## config.mk

```make
export PLATFORM = sky130hd
export DESIGN_NAME = mtl_counter_limit
export DESIGN_NICKNAME = d
export VERILOG_FILES = /design/src/core/mtl_pkg.sv /design/src/core/mtl_counter_limit.sv
export VERILOG_INCLUDE_DIRS = /design/src /design/src/core
export SDC_FILE = /design/constraint.sdc
export NUM_CORES = 1
export LEC_CHECK = 0
export ABC_AREA = 1
export BUFFER_PORTS_ARGS = -buffer_cell sky130_fd_sc_hd__buf_2
export CORE_MARGIN = 4
export CORE_UTILIZATION = 60
export DETAILED_ROUTE_END_ITERATION = 16
export PLACE_DENSITY = 0.88
export SYNTH_ARGS = -nofsm -noshare
export SYNTH_HDL_FRONTEND = slang
export SYNTH_SLANG_ARGS = --single-unit
```

## constraint.sdc

```tcl
create_clock -name clk -period 4.9 [get_ports clk]
set_input_delay 0.245 -clock clk [delete_from_list [all_inputs] [get_ports clk]]
set_output_delay 0.245 -clock clk [all_outputs]
set_load 0.01 [all_outputs]
```

## src/core/mtl_regs.svh

```systemverilog
// Register map, field positions, reset values and timing counts.
// Assumes a 10 MHz core clock and byte addresses on a 32-bit AXI4-Lite bus.
`ifndef MTL_REGS_SVH
`define MTL_REGS_SVH
// ==========================================================
// Register offsets
`define MTL_ADDR_CTRL     5'h00
`define MTL_ADDR_LIMIT    5'h04
`define MTL_ADDR_OFFSET   5'h08
`define MTL_ADDR_STATUS   5'h0C
`define MTL_ADDR_ALARM    5'h10
// ==========================================================
// Control bits
`define MTL_CTRL_ABS      0
`define MTL_CTRL_SINGLE   1
`define MTL_CTRL_WPROT    2
`define MTL_CTRL_MEMWR    3
`define MTL_CTRL_RESTART  4
// ==========================================================
// Reset values and limits
`define MTL_LIMIT_DEFAULT 16'hFFFF
`define MTL_OFFSET_MAX    32'sh3FFFFFFF
`define MTL_MISMATCH_CODE 12'hCC0
`define MTL_RESP_OKAY     2'b00
`define MTL_RESP_SLVERR   2'b10
// ==========================================================
// Timing
`define MTL_CLK_HZ        10000000
`define MTL_BAUD          9600
`define MTL_BIT_CYC       (`MTL_CLK_HZ / `MTL_BAUD)
`define MTL_DONE_MS       1000
`define MTL_DONE_CYC      (`MTL_CLK_HZ / 1000 * `MTL_DONE_MS)
`define MTL_LAST_CHAR     3'h4
`define MTL_LAST_BIT      4'h9
`endif

```

## src/core/mtl_pkg.sv

```systemverilog
// Types shared by the multiturn counter block.
// Assumes mtl_regs.svh carries all numeric constants.
package mtl_pkg;
  // ==========================================================
  // Limit write utility states
  typedef enum logic [1:0] {
    UTIL_IDLE  = 2'b00,
    UTIL_ARMED = 2'b01,
    UTIL_DONE  = 2'b11
  } mtl_util_t;
  // ==========================================================
  // Status display
  typedef enum logic [1:0] {
    DISP_NORMAL = 2'b00,
    DISP_ALARM  = 2'b01,
    DISP_NOOP   = 2'b10,
    DISP_DONE   = 2'b11
  } mtl_disp_t;
endpackage : mtl_pkg

```

## src/core/mtl_counter_limit.sv

```systemverilog
// Multiturn revolution counter with wrap limit, limit write utility,
// origin offset and serial alarm report. Assumes same-clock step, key and
// command pulses; only motorPowerOn arrives asynchronously.
//
// Local design decisions: the AXI4-Lite register port and the register addresses.
`timescale 1ns/1ns
`include "mtl_regs.svh"

module mtl_counter_limit #(
  parameter int unsigned DONE_CYC = `MTL_DONE_CYC
) (
  // Clock and reset
  input  wire logic               clk,
  input  wire logic               sys_rst,
  // AXI4-Lite slave
  input  wire logic [4:0]         s_axi_awaddr,
  input  wire logic               s_axi_awvalid,
  output logic                    s_axi_awready,
  input  wire logic [31:0]        s_axi_wdata,
  input  wire logic [3:0]         s_axi_wstrb,
  input  wire logic               s_axi_wvalid,
  output logic                    s_axi_wready,
  output logic [1:0]              s_axi_bresp,
  output logic                    s_axi_bvalid,
  input  wire logic               s_axi_bready,
  input  wire logic [4:0]         s_axi_araddr,
  input  wire logic               s_axi_arvalid,
  output logic                    s_axi_arready,
  output logic [31:0]             s_axi_rdata,
  output logic [1:0]              s_axi_rresp,
  output logic                    s_axi_rvalid,
  input  wire logic               s_axi_rready,
  // Encoder side
  input  wire logic               motorPowerOn,
  input  wire logic               revFwdStep,
  input  wire logic               revRevStep,
  input  wire logic [15:0]        encStoredLimit,
  input  wire logic [31:0]        encPosition,
  output logic                    encLimitWrite,
  output logic [15:0]             encLimitData,
  // Host commands and panel keys
  input  wire logic               sensorOnCommand,
  input  wire logic               sensorOffCommand,
  input  wire logic               keyUtility,
  input  wire logic               keyExecute,
  input  wire logic               keyReturn,
  // Outputs
  output logic                    phaseAPulseOut,
  output logic                    servoFaultOutput,
  output logic [15:0]             revCount,
  output logic                    revCountValid,
  output logic [31:0]             machineCoordinatePosition,
  output logic                    limitMismatchAlarm,
  output mtl_pkg::mtl_disp_t      dispStatus
);
  import mtl_pkg::*;

  // ==========================================================
  // Helpers
  function automatic logic [31:0] mergeBytes(input logic [31:0] old,
      input logic [31:0] nw, input logic [3:0] strb);
    logic [31:0] r;
    r = old;
    for (int i = 0; i < 4; i++) begin
      if (strb[i]) begin
        r[8*i +: 8] = nw[8*i +: 8];
      end
    end
    return r;
  endfunction : mergeBytes

  function automatic logic [6:0] hexChar(input logic [3:0] d);
    return (d < 4'hA) ? (7'h30 + {3'h0, d}) : (7'h37 + {3'h0, d});
  endfunction : hexChar

  function automatic logic [9:0] frameOf(input logic [2:0] idx, input logic [11:0] code);
    logic [6:0] ch;
    ch = (idx == 3'h0) ? 7'h45 : (idx == 3'h1) ? hexChar(code[11:8]) :
         (idx == 3'h2) ? hexChar(code[7:4]) : (idx == 3'h3) ? hexChar(code[3:0]) : 7'h0D;
    return {1'b1, ^ch, ch, 1'b0};
  endfunction : frameOf

  // ==========================================================
  // State
  logic [1:0]  pwrSync_reg;
  logic [4:0]  ctrl_reg;
  logic [15:0] limitParam_reg, activeLimit_reg, revCount_reg;
  logic [31:0] offsetParam_reg, alarmCode_reg, machinePos_reg;
  logic        awHeld_reg, wHeld_reg, bvalid_reg, rvalid_reg;
  logic [4:0]  awAddr_reg;
  logic [31:0] wData_reg, rdata_reg;
  logic [3:0]  wStrb_reg;
  logic [1:0]  bresp_reg, rresp_reg;
  logic        mismatch_reg, checked_reg, sensorOn_reg, offRefused_reg;
  logic        servoOk_reg, noOp_reg, encWr_reg;
  logic [15:0] encWrData_reg;
  mtl_util_t   util_reg;
  mtl_disp_t   disp_reg;
  logic [23:0] doneCnt_reg;
  logic        txBusy_reg, txLine_reg;
  logic [9:0]  txShift_reg;
  logic [3:0]  txBit_reg;
  logic [10:0] baudCnt_reg;
  logic [2:0]  charIdx_reg;
  logic [11:0] txCode_reg;

  // ==========================================================
  // Bus decode
  wire         doWrite   = awHeld_reg && wHeld_reg && !bvalid_reg;
  wire         selCtrl   = awAddr_reg == `MTL_ADDR_CTRL;
  wire         selLimit  = awAddr_reg == `MTL_ADDR_LIMIT;
  wire         selOffset = awAddr_reg == `MTL_ADDR_OFFSET;
  wire         selAlarm  = awAddr_reg == `MTL_ADDR_ALARM;
  wire         wrHit     = selCtrl || selLimit || selOffset || selAlarm;
  wire [31:0]  ctrlNew   = mergeBytes({27'h0, ctrl_reg}, wData_reg, wStrb_reg);
  wire [31:0]  limitNew  = mergeBytes({16'h0, limitParam_reg}, wData_reg, wStrb_reg);
  wire [31:0]  offNew    = mergeBytes(offsetParam_reg, wData_reg, wStrb_reg);
  wire signed [31:0] offS = offNew;
  wire [31:0]  offClamp  = (offS > `MTL_OFFSET_MAX) ? `MTL_OFFSET_MAX :
                           (offS < -`MTL_OFFSET_MAX) ? -`MTL_OFFSET_MAX : offNew;
  wire         memWrite  = doWrite && selCtrl && ctrlNew[`MTL_CTRL_MEMWR];
  wire         restart   = doWrite && selCtrl && ctrlNew[`MTL_CTRL_RESTART];
  wire [31:0]  status    = {revCount_reg, 8'h0, 2'h0, util_reg, offRefused_reg,
                            sensorOn_reg, txBusy_reg, mismatch_reg};
  wire [4:0]   ra        = s_axi_araddr;
  wire         rdHit     = ra == `MTL_ADDR_CTRL || ra == `MTL_ADDR_LIMIT ||
                           ra == `MTL_ADDR_OFFSET || ra == `MTL_ADDR_STATUS ||
                           ra == `MTL_ADDR_ALARM;
  wire [31:0]  rdMux     = (ra == `MTL_ADDR_CTRL) ? {27'h0, ctrl_reg} :
                           (ra == `MTL_ADDR_LIMIT) ? {16'h0, limitParam_reg} :
                           (ra == `MTL_ADDR_OFFSET) ? offsetParam_reg :
                           (ra == `MTL_ADDR_STATUS) ? status :
                           (ra == `MTL_ADDR_ALARM) ? alarmCode_reg : 32'h0;

  assign s_axi_awready = !awHeld_reg && !bvalid_reg;
  assign s_axi_wready  = !wHeld_reg && !bvalid_reg;
  assign s_axi_bvalid  = bvalid_reg;
  assign s_axi_bresp   = bresp_reg;
  assign s_axi_arready = !rvalid_reg;
  assign s_axi_rvalid  = rvalid_reg;
  assign s_axi_rdata   = rdata_reg;
  assign s_axi_rresp   = rresp_reg;

  // ==========================================================
  // Block decode
  wire absEnc     = ctrl_reg[`MTL_CTRL_ABS];
  wire singleTurn = ctrl_reg[`MTL_CTRL_SINGLE];
  wire wProt      = ctrl_reg[`MTL_CTRL_WPROT];
  wire offAccept  = sensorOffCommand && absEnc && !pwrSync_reg[1];
  wire sendStart  = offAccept && !txBusy_reg;
  wire fwdOnly    = revFwdStep && !revRevStep;
  wire revOnly    = revRevStep && !revFwdStep;
  wire execWrite  = util_reg == UTIL_ARMED && keyExecute;
  wire baudEnd    = baudCnt_reg == 11'(`MTL_BIT_CYC - 1);
  wire [31:0] offsetEff = sensorOn_reg ? offsetParam_reg : 32'h0;

  // ==========================================================
  // Bus slave
  always_ff @(posedge clk) begin
    if (sys_rst) begin
      awHeld_reg <= 1'b0;
      wHeld_reg  <= 1'b0;
      bvalid_reg <= 1'b0;
      rvalid_reg <= 1'b0;
      awAddr_reg <= 5'h00;
      wData_reg  <= 32'h0;
      wStrb_reg  <= 4'h0;
      bresp_reg  <= `MTL_RESP_OKAY;
      rdata_reg  <= 32'h0;
      rresp_reg  <= `MTL_RESP_OKAY;
    end else begin
      if (s_axi_awvalid && s_axi_awready) begin
        awHeld_reg <= 1'b1;
        awAddr_reg <= s_axi_awaddr;
      end
      if (s_axi_wvalid && s_axi_wready) begin
        wHeld_reg <= 1'b1;
        wData_reg <= s_axi_wdata;
        wStrb_reg <= s_axi_wstrb;
      end
      if (doWrite) begin
        awHeld_reg <= 1'b0;
        wHeld_reg  <= 1'b0;
        bvalid_reg <= 1'b1;
        bresp_reg  <= wrHit ? `MTL_RESP_OKAY : `MTL_RESP_SLVERR;
      end else if (bvalid_reg && s_axi_bready) begin
        bvalid_reg <= 1'b0;
      end
      if (s_axi_arvalid && !rvalid_reg) begin
        rvalid_reg <= 1'b1;
        rdata_reg  <= rdMux;
        rresp_reg  <= rdHit ? `MTL_RESP_OKAY : `MTL_RESP_SLVERR;
      end else if (rvalid_reg && s_axi_rready) begin
        rvalid_reg <= 1'b0;
      end
    end
  end

  // ==========================================================
  // Parameters; limit change waits for restart so counting never jumps
  always_ff @(posedge clk) begin
    if (sys_rst) begin
      ctrl_reg        <= 5'h00;
      limitParam_reg  <= `MTL_LIMIT_DEFAULT;
      activeLimit_reg <= `MTL_LIMIT_DEFAULT;
      offsetParam_reg <= 32'h0;
      alarmCode_reg   <= 32'h0;
    end else begin
      if (doWrite && selCtrl) ctrl_reg <= {2'b00, ctrlNew[2:0]};
      if (doWrite && selLimit) limitParam_reg <= limitNew[15:0];
      if (doWrite && selOffset) offsetParam_reg <= offClamp;
      if (doWrite && selAlarm) alarmCode_reg <= mergeBytes(alarmCode_reg, wData_reg, wStrb_reg);
      if (restart) activeLimit_reg <= limitParam_reg;
    end
  end

  // ==========================================================
  // Revolution counter and positions
  always_ff @(posedge clk) begin
    if (sys_rst) begin
      pwrSync_reg    <= 2'b00;
      revCount_reg   <= 16'h0;
      mismatch_reg   <= 1'b0;
      checked_reg    <= 1'b0;
      sensorOn_reg   <= 1'b0;
      offRefused_reg <= 1'b0;
      machinePos_reg <= 32'h0;
      servoOk_reg    <= 1'b0;
    end else begin
      pwrSync_reg  <= {pwrSync_reg[0], motorPowerOn};
      mismatch_reg <= absEnc && (activeLimit_reg != encStoredLimit);
      checked_reg  <= 1'b1;
      if (singleTurn) begin
        revCount_reg <= 16'h0;
      end else if (fwdOnly) begin
        revCount_reg <= (revCount_reg >= activeLimit_reg) ? 16'h0 : revCount_reg + 16'h1;
      end else if (revOnly) begin
        revCount_reg <= (revCount_reg == 16'h0) ? activeLimit_reg : revCount_reg - 16'h1;
      end
      if (sensorOnCommand) sensorOn_reg <= 1'b1;
      else if (offAccept) sensorOn_reg <= 1'b0;
      if (sensorOffCommand) offRefused_reg <= !offAccept;
      machinePos_reg <= encPosition - offsetEff;
      servoOk_reg    <= !mismatch_reg && alarmCode_reg == 32'h0;
    end
  end

  assign revCount                  = revCount_reg;
  assign revCountValid             = checked_reg;
  assign machineCoordinatePosition = machinePos_reg;
  assign limitMismatchAlarm        = mismatch_reg;
  assign servoFaultOutput          = servoOk_reg;

  // ==========================================================
  // Limit write utility
  always_ff @(posedge clk) begin
    if (sys_rst) begin
      util_reg      <= UTIL_IDLE;
      noOp_reg      <= 1'b0;
      doneCnt_reg   <= 24'h0;
      encWr_reg     <= 1'b0;
      encWrData_reg <= `MTL_LIMIT_DEFAULT;
      disp_reg      <= DISP_NORMAL;
    end else begin
      encWr_reg <= execWrite || memWrite;
      if (execWrite || memWrite) encWrData_reg <= limitParam_reg;
      case (util_reg)
        UTIL_IDLE: begin
          if (keyUtility) begin
            noOp_reg <= wProt;
            if (!wProt) util_reg <= UTIL_ARMED;
          end
        end
        UTIL_ARMED: begin
          if (keyExecute) begin
            util_reg    <= UTIL_DONE;
            doneCnt_reg <= 24'h0;
          end else if (keyReturn) begin
            util_reg <= UTIL_IDLE;
          end
        end
        UTIL_DONE: begin
          doneCnt_reg <= doneCnt_reg + 24'h1;
          if (doneCnt_reg == 24'(DONE_CYC - 1)) util_reg <= UTIL_IDLE;
        end
        default: util_reg <= UTIL_IDLE;
      endcase
      disp_reg <= (util_reg == UTIL_DONE) ? DISP_DONE : noOp_reg ? DISP_NOOP :
                  mismatch_reg ? DISP_ALARM : DISP_NORMAL;
    end
  end

  assign encLimitWrite = encWr_reg;
  assign encLimitData  = encWrData_reg;
  assign dispStatus    = disp_reg;

  // ==========================================================
  // Serial alarm report: 'E', three hex digits, CR
  always_ff @(posedge clk) begin
    if (sys_rst) begin
      txBusy_reg  <= 1'b0;
      txLine_reg  <= 1'b1;
      txShift_reg <= 10'h3FF;
      txBit_reg   <= 4'h0;
      baudCnt_reg <= 11'h0;
      charIdx_reg <= 3'h0;
      txCode_reg  <= 12'h0;
    end else if (sendStart) begin
      txBusy_reg  <= 1'b1;
      txCode_reg  <= mismatch_reg ? `MTL_MISMATCH_CODE : alarmCode_reg[11:0];
      txShift_reg <= frameOf(3'h0, mismatch_reg ? `MTL_MISMATCH_CODE : alarmCode_reg[11:0]);
      txLine_reg  <= 1'b0;
      txBit_reg   <= 4'h0;
      baudCnt_reg <= 11'h0;
      charIdx_reg <= 3'h0;
    end else if (txBusy_reg) begin
      baudCnt_reg <= baudEnd ? 11'h0 : baudCnt_reg + 11'h1;
      if (baudEnd && txBit_reg == `MTL_LAST_BIT) begin
        if (charIdx_reg == `MTL_LAST_CHAR) begin
          txBusy_reg <= 1'b0;
          txLine_reg <= 1'b1;
        end else begin
          charIdx_reg <= charIdx_reg + 3'h1;
          txShift_reg <= frameOf(charIdx_reg + 3'h1, txCode_reg);
          txLine_reg  <= 1'b0;
          txBit_reg   <= 4'h0;
        end
      end else if (baudEnd) begin
        txShift_reg <= {1'b1, txShift_reg[9:1]};
        txLine_reg  <= txShift_reg[1];
        txBit_reg   <= txBit_reg + 4'h1;
      end
    end
  end

  assign phaseAPulseOut = txLine_reg;
endmodule : mtl_counter_limit

```

Yosys cells after proc, flatten, opt, wreduce, memory -nomap -nowiden
Cells that the tools add are included.
Widths: inputs -> output; s select.
Operators by class
  bitwise gates (word level): 1
  equal/unequal tests: 24
  reduce and logical (&&, ||, !) cells: 74
  multiplexer cells: 63
  add/subtract/negate cells: 13
  order comparisons: 6
Operators with widths (count)
  $mux 32: 8
  $mux 16: 4
  $mux 7: 9
  $pmux 24 s2: 1
  $add 6x4->7 const A: 6
  $gt 32x31->1 const B: 1
  $logic_not 32->1: 1
  $lt 32x31->1 const B: 1
  $mux 8: 4
  $sub 32x32->32: 1
  $mux 10: 3
  $add 24x1->24 const B: 1
  $eq 24x24->1 const B: 1
  $logic_and 1x1->1: 24
  $mux 24: 1
  $reduce_and 2->1: 10
  $mux 2: 9
  $mux 1: 17
  $add 16x1->16 const B: 1
  $ge 16x16->1: 1
  $logic_not 16->1: 1
  $ne 16x16->1: 1
  $sub 16x1->16 const B: 1
  $eq 5x4->1 const B: 3
  other kinds (32): 71
Word-level totals
  bits of input ports: 109
  bits in registers: 323
  logic and storage cells: 222

Longest topological paths before layout
Gate-level depths: netlist (run 1).
  word-level depth: 11
  mapped depth: 18

Worst setup path before layout (run 1)
Ideal clock, no wire load.
  kind: register to register
  start: register wStrb_reg[2]
  end: register offsetParam_reg[24]
  arrival: 2.586 ns
  clock period less this slack: 2.672 ns
  path slack: 2.228 ns
  cell stages (with the launch flop): 15
  library setup time: 0.087 ns
  buffers on the path: 4
  cell sequence: dfxtp_1 clkbuf_1 clkbuf_1 nand2_1 o21ai_0 inv_1 nor4_1 nand4_1 o211ai_1 ha_1 inv_1 clkbuf_1 clkbuf_1 a21oi_1 a221oi_2
On the way
  word-level cells in the longest chain between the ends: 4
  elaborated cells between the ends (all ways): 5
  those cells by class: order compare (2); mux (3)
Ends and longest elaborated chain
  from (decl): line mtl_counter_limit.sv:92  | logic [3:0] wStrb_reg;
  from (signal assigned): line mtl_counter_limit.sv:179  | wStrb_reg <= s_axi_wstrb;
  $mux 8 *: line mtl_counter_limit.sv:65  | if (strb[i]) begin
  $lt 32x31->1 (no source line)
  $mux 32: line mtl_counter_limit.sv:120  | (offS < -`MTL_OFFSET_MAX) ? -`MTL_OFFSET_MAX : offNew;
  $mux 32 *: line mtl_counter_limit.sv:119  | wire [31:0] offClamp = (offS > `MTL_OFFSET_MAX) ? `MTL_OFFSET_MAX :
  to (signal assigned): line mtl_counter_limit.sv:211  | if (doWrite && selOffset) offsetParam_reg <= offClamp;
  to (decl): line mtl_counter_limit.sv:88  | logic [31:0] offsetParam_reg, alarmCode_reg, machinePos_reg;
Every way passes the cells marked *; elsewhere a longest branch is shown, timed or not.
A chain may end at the register's enable or synchronous reset.

Final worst setup path (run 1)
  start: register wStrb_reg[0]
  end: register offsetParam_reg[21]
The elaborated chain is that of the path after synthesis.

==> impl_metrics.py, run 1 <==
metrics = {
    "run_status": {
        "outcome": "completed",
    },
    "worst_hold_path": {
        "hp-class": "in -> reg",
        "min_to": "awAddr_reg[0]",
        "hold_path_depth": 3,
        "min_from": "s_axi_awaddr[0]",
    },
    "floorplan": {
        "die_h_um": 175.4,
        "initial_core_util_pct": 60.69,
        "ios": 221,
        "core_um2": 27710,
        "placementRows": 61,
        "die_w_um": 175.4,
        "die_area_um2": 30770,
    },
    "setup_path": {
        "worst_path_max_delay_cell": "inv_1",
        "path_cells": "inv_1 > a21oi_1 > inv_1 > nor4_1 > nand4_1 > o211ai_1 > ha_1 > inv_1 > a21oi_1 > a221oi_2",
        "cp_max_fo": 29,
        "cp.required_ns": 5.32,
        "critPathLaunchType": "flop",
        "r2r-end": "offsetParam_reg[21]",
        "cpMostUsedCell": "inv_1",
        "reg2reg_from": "wStrb_reg[0]",
        "r2r_cells": 10,
        "critPathMaxStageDelay_ns": 0.72,
        "worstPathArrival_ns": 3.86,
        "path_class": "reg -> reg",
        "r2r_slack_ns": 1.46,
        "endpoint_kind": "flop",
    },
    "pwr": {
        "powerDensity_nw_per_um2": 323.9,
        "ir_worst_vdd_uv": 275.3,
        "power.leakage_nw": 8.249,
    },
    "timing": {
        "finClkSkew_ns": 0.03084,
        "finalSetupViolations": 0,
        "worst_pin_slew_ns": 1.256,
        "finalCriticalPeriod_ns": 3.440,
        "slew_violations": 0,
        "relSlewSlack_pct": 16.09,
        "finalCritPeriodShare_pct": 70.19,
        "finalHoldViolCount": 0,
        "rsz0062_at_grt": "no",
        "max_freq_ghz": 0.2907,
        "fin_ws_ns": 1.460,
        "tns_ns": 0,
    },
    "logic_synthesis": {
        "synth-seq-cells": 319,
        "synth_area_per_cell_um2": 7.140,
        "synth_seq_area_share_pct": 37.98,
        "netlist-cell-type-count": 56,
        "ys_warn_count": 0,
        "syn-cell-area_um2": 16810,
        "synth_cells": 2355,
    },
    "drt": {
        "wl_per_cell_um": 18.06,
        "wl_met3_mm": 4.521,
        "dr_total_vias": 17660,
        "drc": 0,
        "viasPerCell": 6.031,
        "drt-initial-drc-count": 2135,
        "drt-total-wl_mm": 52.89,
        "dr.pass1.iters": 8,
        "wl_met1_mm": 21.05,
        "postRouteAntennaNets": 0,
        "wl_met2_mm": 24.47,
        "top_layer": "met5",
    },
    "clocking": {
        "clock-sinks": 319,
        "htreeDepth": 2,
        "cts_root_buffer": "clkbuf_16",
        "cts_hold_buf": 12,
        "cts_made_buffers": 35,
        "ctsResizeCount": 0,
        "cts_tree": "yes",
        "cts_buffer_depth": 3,
        "clk_latency_ns": 0.55,
        "clkTransAtPathRegs_ns": 0.06,
        "cts_setup_buffers": 0,
    },
    "job": {
        "max-cap-violations": 0,
    },
    "final_layout": {
        "area_growth_pct": 14.17,
        "nets": 2703,
        "drive_gt1_share_pct": 13.99,
        "diodes": 0,
        "final_cell_mix": "413 x nand2_1, 319 x dfxtp_1, 287 x inv_1",
        "final_common_cell": "nand2_1",
    },
    "global_routing": {
        "grt_pass1_vias": 16430,
        "antenna_found_initial": 2,
        "grt_max_degree": 106,
        "grt_usage_pct": 32.84,
        "grt_overflow": 0,
        "grt_pass1_wl_mm": 83.24,
    },
    "place": {
        "gp_congestion": 1.022,
        "place.port_buffers": 218,
        "place_ws_ns": 1.707,
        "dp_hpwl_mm": 39.04,
    },
}
cells by family (layout without fill, tap and decap cells):
kind of cell    count (synthesis)  after routing  synth area share, %
flops                         319            319                37.98
buf+inv                       407            602                9.518
xor+xnor                       14             14               0.7292
simple gates                  840            840                21.80
other cells                     1              2              0.02230
fa+ha+maj                      66             66                4.956
compound gates                708            708                25.00
power breakdown:
part,internal [W],switching [W]
clock,0.00145,0.00111
sequential,0.00270,0.000111
combinational,0.000288,0.000562
total,0.00444,0.00178
stage by stage:
| step | power [W] | hold slack [ns] | std cells | instance area, um^2 | util [%] |
|---|---|---|---|---|---|
| floorplan | 0.003393 | 0.3520 | 2356 | 16820 | - |
| global placement | 0.003651 | 0.3929 | 2857 | 17990 | 64.92 |
| detailed placement | 0.003674 | 0.4057 | 2857 | 17990 | 64.92 |
| CTS | 0.006193 | 0.003219 | 2929 | 19200 | 69.29 |
| global route | 0.006435 | 0.01489 | 2929 | 19200 | 69.29 |
| finish | 0.006218 | 0.004539 | 2929 | 19200 | 69.29 |
area by class of cell:
type	instances	area [um^2]
clock buffer	49	968.4
clock inverter	11	120.1
fill	2273	8509
inverter	304	1144
multi-input combinational	1630	8831
sequential	319	6386
tap	378	473.0
timing repair buffer	238	1274
how the worst max path moves through the flow:
stage,start,endpoint,cells past startpoint
CTS,wStrb_reg[0],offsetParam_reg[21],10
detailed placement,wStrb_reg[2],offsetParam_reg[6],10
global placement,wStrb_reg[0],offsetParam_reg[16],10
floorplan,wStrb_reg[2],offsetParam_reg[24],14
finish,wStrb_reg[0],offsetParam_reg[21],10
global route,sensorOn_reg,machineCoordinatePosition[26],17
synth_stat cells (all sizes together):
library cell  count  area, um^2
a2111oi           1       8.760
a211oi            7       52.55
a21boi            3       22.52
a21o              3       22.52
a21oi           263        1316
a221oi           34       454.2
a22oi             1       7.510
a31oi            14       87.58
a32o              1       10.01
and3              1       6.260
buf              28       177.7
clkbuf           75       281.5
clkinv            3       11.26
conb              1       3.750
dfxtp           319        6386
fa                1       20.02
ha               65       813.3
inv             301        1130
nand2           420        1594
nand3            81       415.4
nand3b            1       7.510
nand4            32       212.7
nor2            218       850.8
nor3             39       227.7
nor3b             7       57.55
nor4             28       211.5
o2111ai           2       17.52
o211ai           47       352.8
o21a             10       75.07
o21ai           255        1284
o21bai            3       22.52
o221ai           27       236.5
o22ai            36       225.2
o31ai             1       7.510
or2              12       75.08
or3               1       6.260
xnor2            10       87.58
xor2              4       35.03
critical path: cells and delay by family (launching register included):
kind | cells | cell delay, ns
flip-flops | 1 | 0.60
adder cells (fa/ha/maj) | 1 | 0.29
AND/OR/NAND/NOR | 2 | 0.44
AO/OA/AOI/OAI | 4 | 0.96
buffers and inverters | 3 | 1.04
layer usage:
layer | vias up | track usage [%]
met5 | - | 0
met2 | 950 | 54.00
li1 | 8387 | -
met1 | 8132 | 42.07
met4 | 4 | 15.97
met3 | 191 | 5.532
Power figures use the tool's default switching activity.
==> inputs of run 2 (changes only) <==
ABC_AREA = 0   (was 1)
CORE_UTILIZATION = 58   (was 60)
PLACE_DENSITY = 0.86   (was 0.88)
clock period = 3.5 ns   (was 4.9 ns; I/O delays follow)
==> impl_metrics.py, run 2 <==
metrics = {
    "run_status": {
        "outcome": "completed",
    },
    "timing": {
        "finalCriticalPeriod_ns": 3.248,
        "relSlewSlack_pct": 18.07,
        "rsz0062_at_grt": "no",
        "finalSetupViolations": 0,
        "max_freq_ghz": 0.3079,
        "finClkSkew_ns": 0.01344,
        "finalHoldViolCount": 0,
        "slew_violations": 0,
        "fin_hold_ws_ns": 0.02862,
        "tns_ns": 0,
        "finalCritPeriodShare_pct": 92.81,
        "worst_pin_slew_ns": 1.229,
    },
    "floorplan": {
        "initial_core_util_pct": 59.00,
        "die_w_um": 176.6,
        "core_um2": 27930,
        "die_area_um2": 31180,
        "placementRows": 61,
        "ios": 221,
        "die_h_um": 176.6,
    },
    "logic_synthesis": {
        "synth_area_per_cell_um2": 7.826,
        "synth_ff_type": "dfxtp_1",
        "synth_edf_count": 0,
        "syn-cell-area_um2": 16480,
        "netlist-cell-type-count": 85,
        "synth-seq-cells": 319,
        "synth_seq_area_share_pct": 38.75,
        "synth_most_common_cell": "dfxtp_1",
        "ys_async_sr_fraction_pct": 0,
        "synth_cells": 2106,
        "synth.top_cell.area_share_pct": 38.75,
        "synth_area_leader_cell": "dfxtp_1",
        "synthTopCellsByCount": "319 x dfxtp_1, 278 x nand2_1, 270 x nor2_1",
        "synthTopCellsByArea": "dfxtp_1 39%, a21oi_1 7.5%, nand2_1 6.3%, nor2_1 6.1%, ha_1 4.9%",
        "ys_warn_count": 0,
    },
    "global_routing": {
        "antenna_found_initial": 0,
        "grt_usage_pct": 31.15,
        "grt_max_degree": 102,
        "grt_overflow": 0,
        "grt_pass1_wl_mm": 80.29,
        "grt_pass1_vias": 15430,
    },
    "clocking": {
        "clk_latency_ns": 0.53,
        "htreeDepth": 2,
        "cts_made_buffers": 35,
        "cts_setup_buffers": 0,
        "cts_root_buffer": "clkbuf_16",
        "clock-sinks": 319,
        "cts_tree": "yes",
        "cts_buffer_depth": 3,
        "clkTransAtPathRegs_ns": 0.06,
    },
    "final_layout": {
        "multi_input_area_um2": 9369,
        "nets": 2484,
        "n_fill_cell": 2179,
        "final_cells": 2713,
        "final_area_um2": 19540,
        "final_cell_mix": "319 x dfxtp_1, 278 x nand2_1, 270 x nor2_1",
        "diodes": 0,
        "post-route-util_pct": 69.94,
        "final_common_cell": "dfxtp_1",
        "area_growth_pct": 18.55,
        "drive_gt1_share_pct": 14.86,
        "seqCellArea_um2": 6386,
    },
    "pwr": {
        "powerDensity_nw_per_um2": 507.8,
        "power.leakage_nw": 7.925,
        "ir_worst_vdd_uv": 373.2,
    },
    "job": {
        "max-cap-violations": 0,
    },
    "setup_path": {
        "path_class": "reg -> reg",
        "critPathLaunchType": "flop",
        "cp_max_fo": 10,
        "worstPathArrival_ns": 3.62,
        "cp.required_ns": 3.87,
        "endpoint_kind": "flop",
    },
    "place": {
        "gp_congestion": 0.9728,
        "place.port_buffers": 218,
        "dp_hpwl_mm": 35.89,
        "dp.cells": 2599,
        "dpl-instance-area_um2": 17770,
    },
    "drt": {
        "viasPerCell": 6.137,
        "dr.pass1.iters": 7,
        "drt-total-wl_mm": 50.82,
        "postRouteAntennaNets": 0,
        "dr_total_vias": 16650,
        "wl_per_cell_um": 18.73,
        "drc": 0,
        "drt-initial-drc-count": 2290,
    },
    "worst_hold_path": {
        "hp-class": "in -> reg",
    },
}
==> run 2: cell types whose count changed in the layout (fill, tap and decap cells not counted), sizes merged, moves of 24 or more <==
cell / delta
nor3: +26
xnor2: +25
nand2b: +32
o22ai: -34
buf: +27
nand2: -142
inv: -248
and3: +24
xor2: +35
nor2: +52
o21ai: -176
a221oi: -27
mux2i: +48
dlygate4sd3: +39
==> run 2: what timing repair did <==
| item | in CTS | in global routing |
|---|---|---|
| gates resized for setup | 0 | 10 |
| hold buffers | 51 | 0 |
| endpoints found under the hold margin | 48 | 0 |
| endpoints found under the setup margin | 0 | 32 |
==> run 2: report_power, final <==
part | internal (W) | leakage, nW | switching [W]
Sequential | 0.00379 | 2.59 | 0.000257
Clock | 0.00236 | 0.602 | 0.00154
Combinational | 0.000825 | 4.73 | 0.00114
==> run 2: metal layers <==
metal  track usage [%]  share of wire (%)  vias to the layer above  wire, um
li1                  -                  -                     7829         -
met1             43.00                 41                     7690     20870
met2             48.79                 44                      968     22530
met3             6.274                 11                      163      5549
met4             10.99                3.7                        0      1872
met5                 0                  0                        -         0
==> run 2: cell families (layout without fill, tap and decap cells) <==
| kind of cell | count (synthesis) | count (layout) | share of synthesized area [%] |
|---|---|---|---|
| flops | 319 | 319 | 38.75 |
| compound gates | 513 | 513 | 19.26 |
| simple gates | 882 | 882 | 24.80 |
| fa+ha+maj | 67 | 67 | 5.117 |
| xor+xnor | 74 | 74 | 3.978 |
| buf+inv | 195 | 423 | 4.661 |
| other cells | 1 | 2 | 0.02275 |
| mux | 55 | 55 | 3.416 |
==> run 2: path summary, 6_finish.rpt <==
path / start / end / slack [ns] / depth (start not counted)
min: encPosition[31] / machineCoordinatePosition[31] / 0.03 / 4
max reg2reg: offsetParam_reg[24] / offsetParam_reg[0] / 0.25 / 9
min reg2reg: pwrSync_reg[0] / pwrSync_reg[1] / 0.45 / 1
max: offsetParam_reg[24] / offsetParam_reg[0] / 0.25 / 9
==> run 2: stage by stage <==
stage	total power (W)	setup WS, ns
2_1_floorplan	0.005401	0.4021
3_3_place_gp	0.005918	0.05635
3_5_place_dp	0.005980	0.04185
4_1_cts	0.009875	0.02706
5_1_grt	0.01030	0.02983
6_report	0.009921	0.2517
==> run 2: critical path: stages, from the launching register on <==
cell and delay (ns):
dfxtp_1 0.36, nor4_1 0.36, a21oi_1 0.11, a2111oi_2 0.44
o2111ai_1 0.23, o311ai_0 0.40, ha_1 0.45, nor2b_2 0.34
nor4b_1 0.32, nor3_1 0.09
==> run 2: area by class of cell <==
cell class / instances / area share, %
Inverter: 56 / 1.076
Multi-Input combinational cell: 1593 / 47.95
Tap cell: 378 / 2.421
Clock buffer: 48 / 5.251
Sequential cell: 319 / 32.69
Timing Repair Buffer: 304 / 9.593
Clock inverter: 15 / 1.018
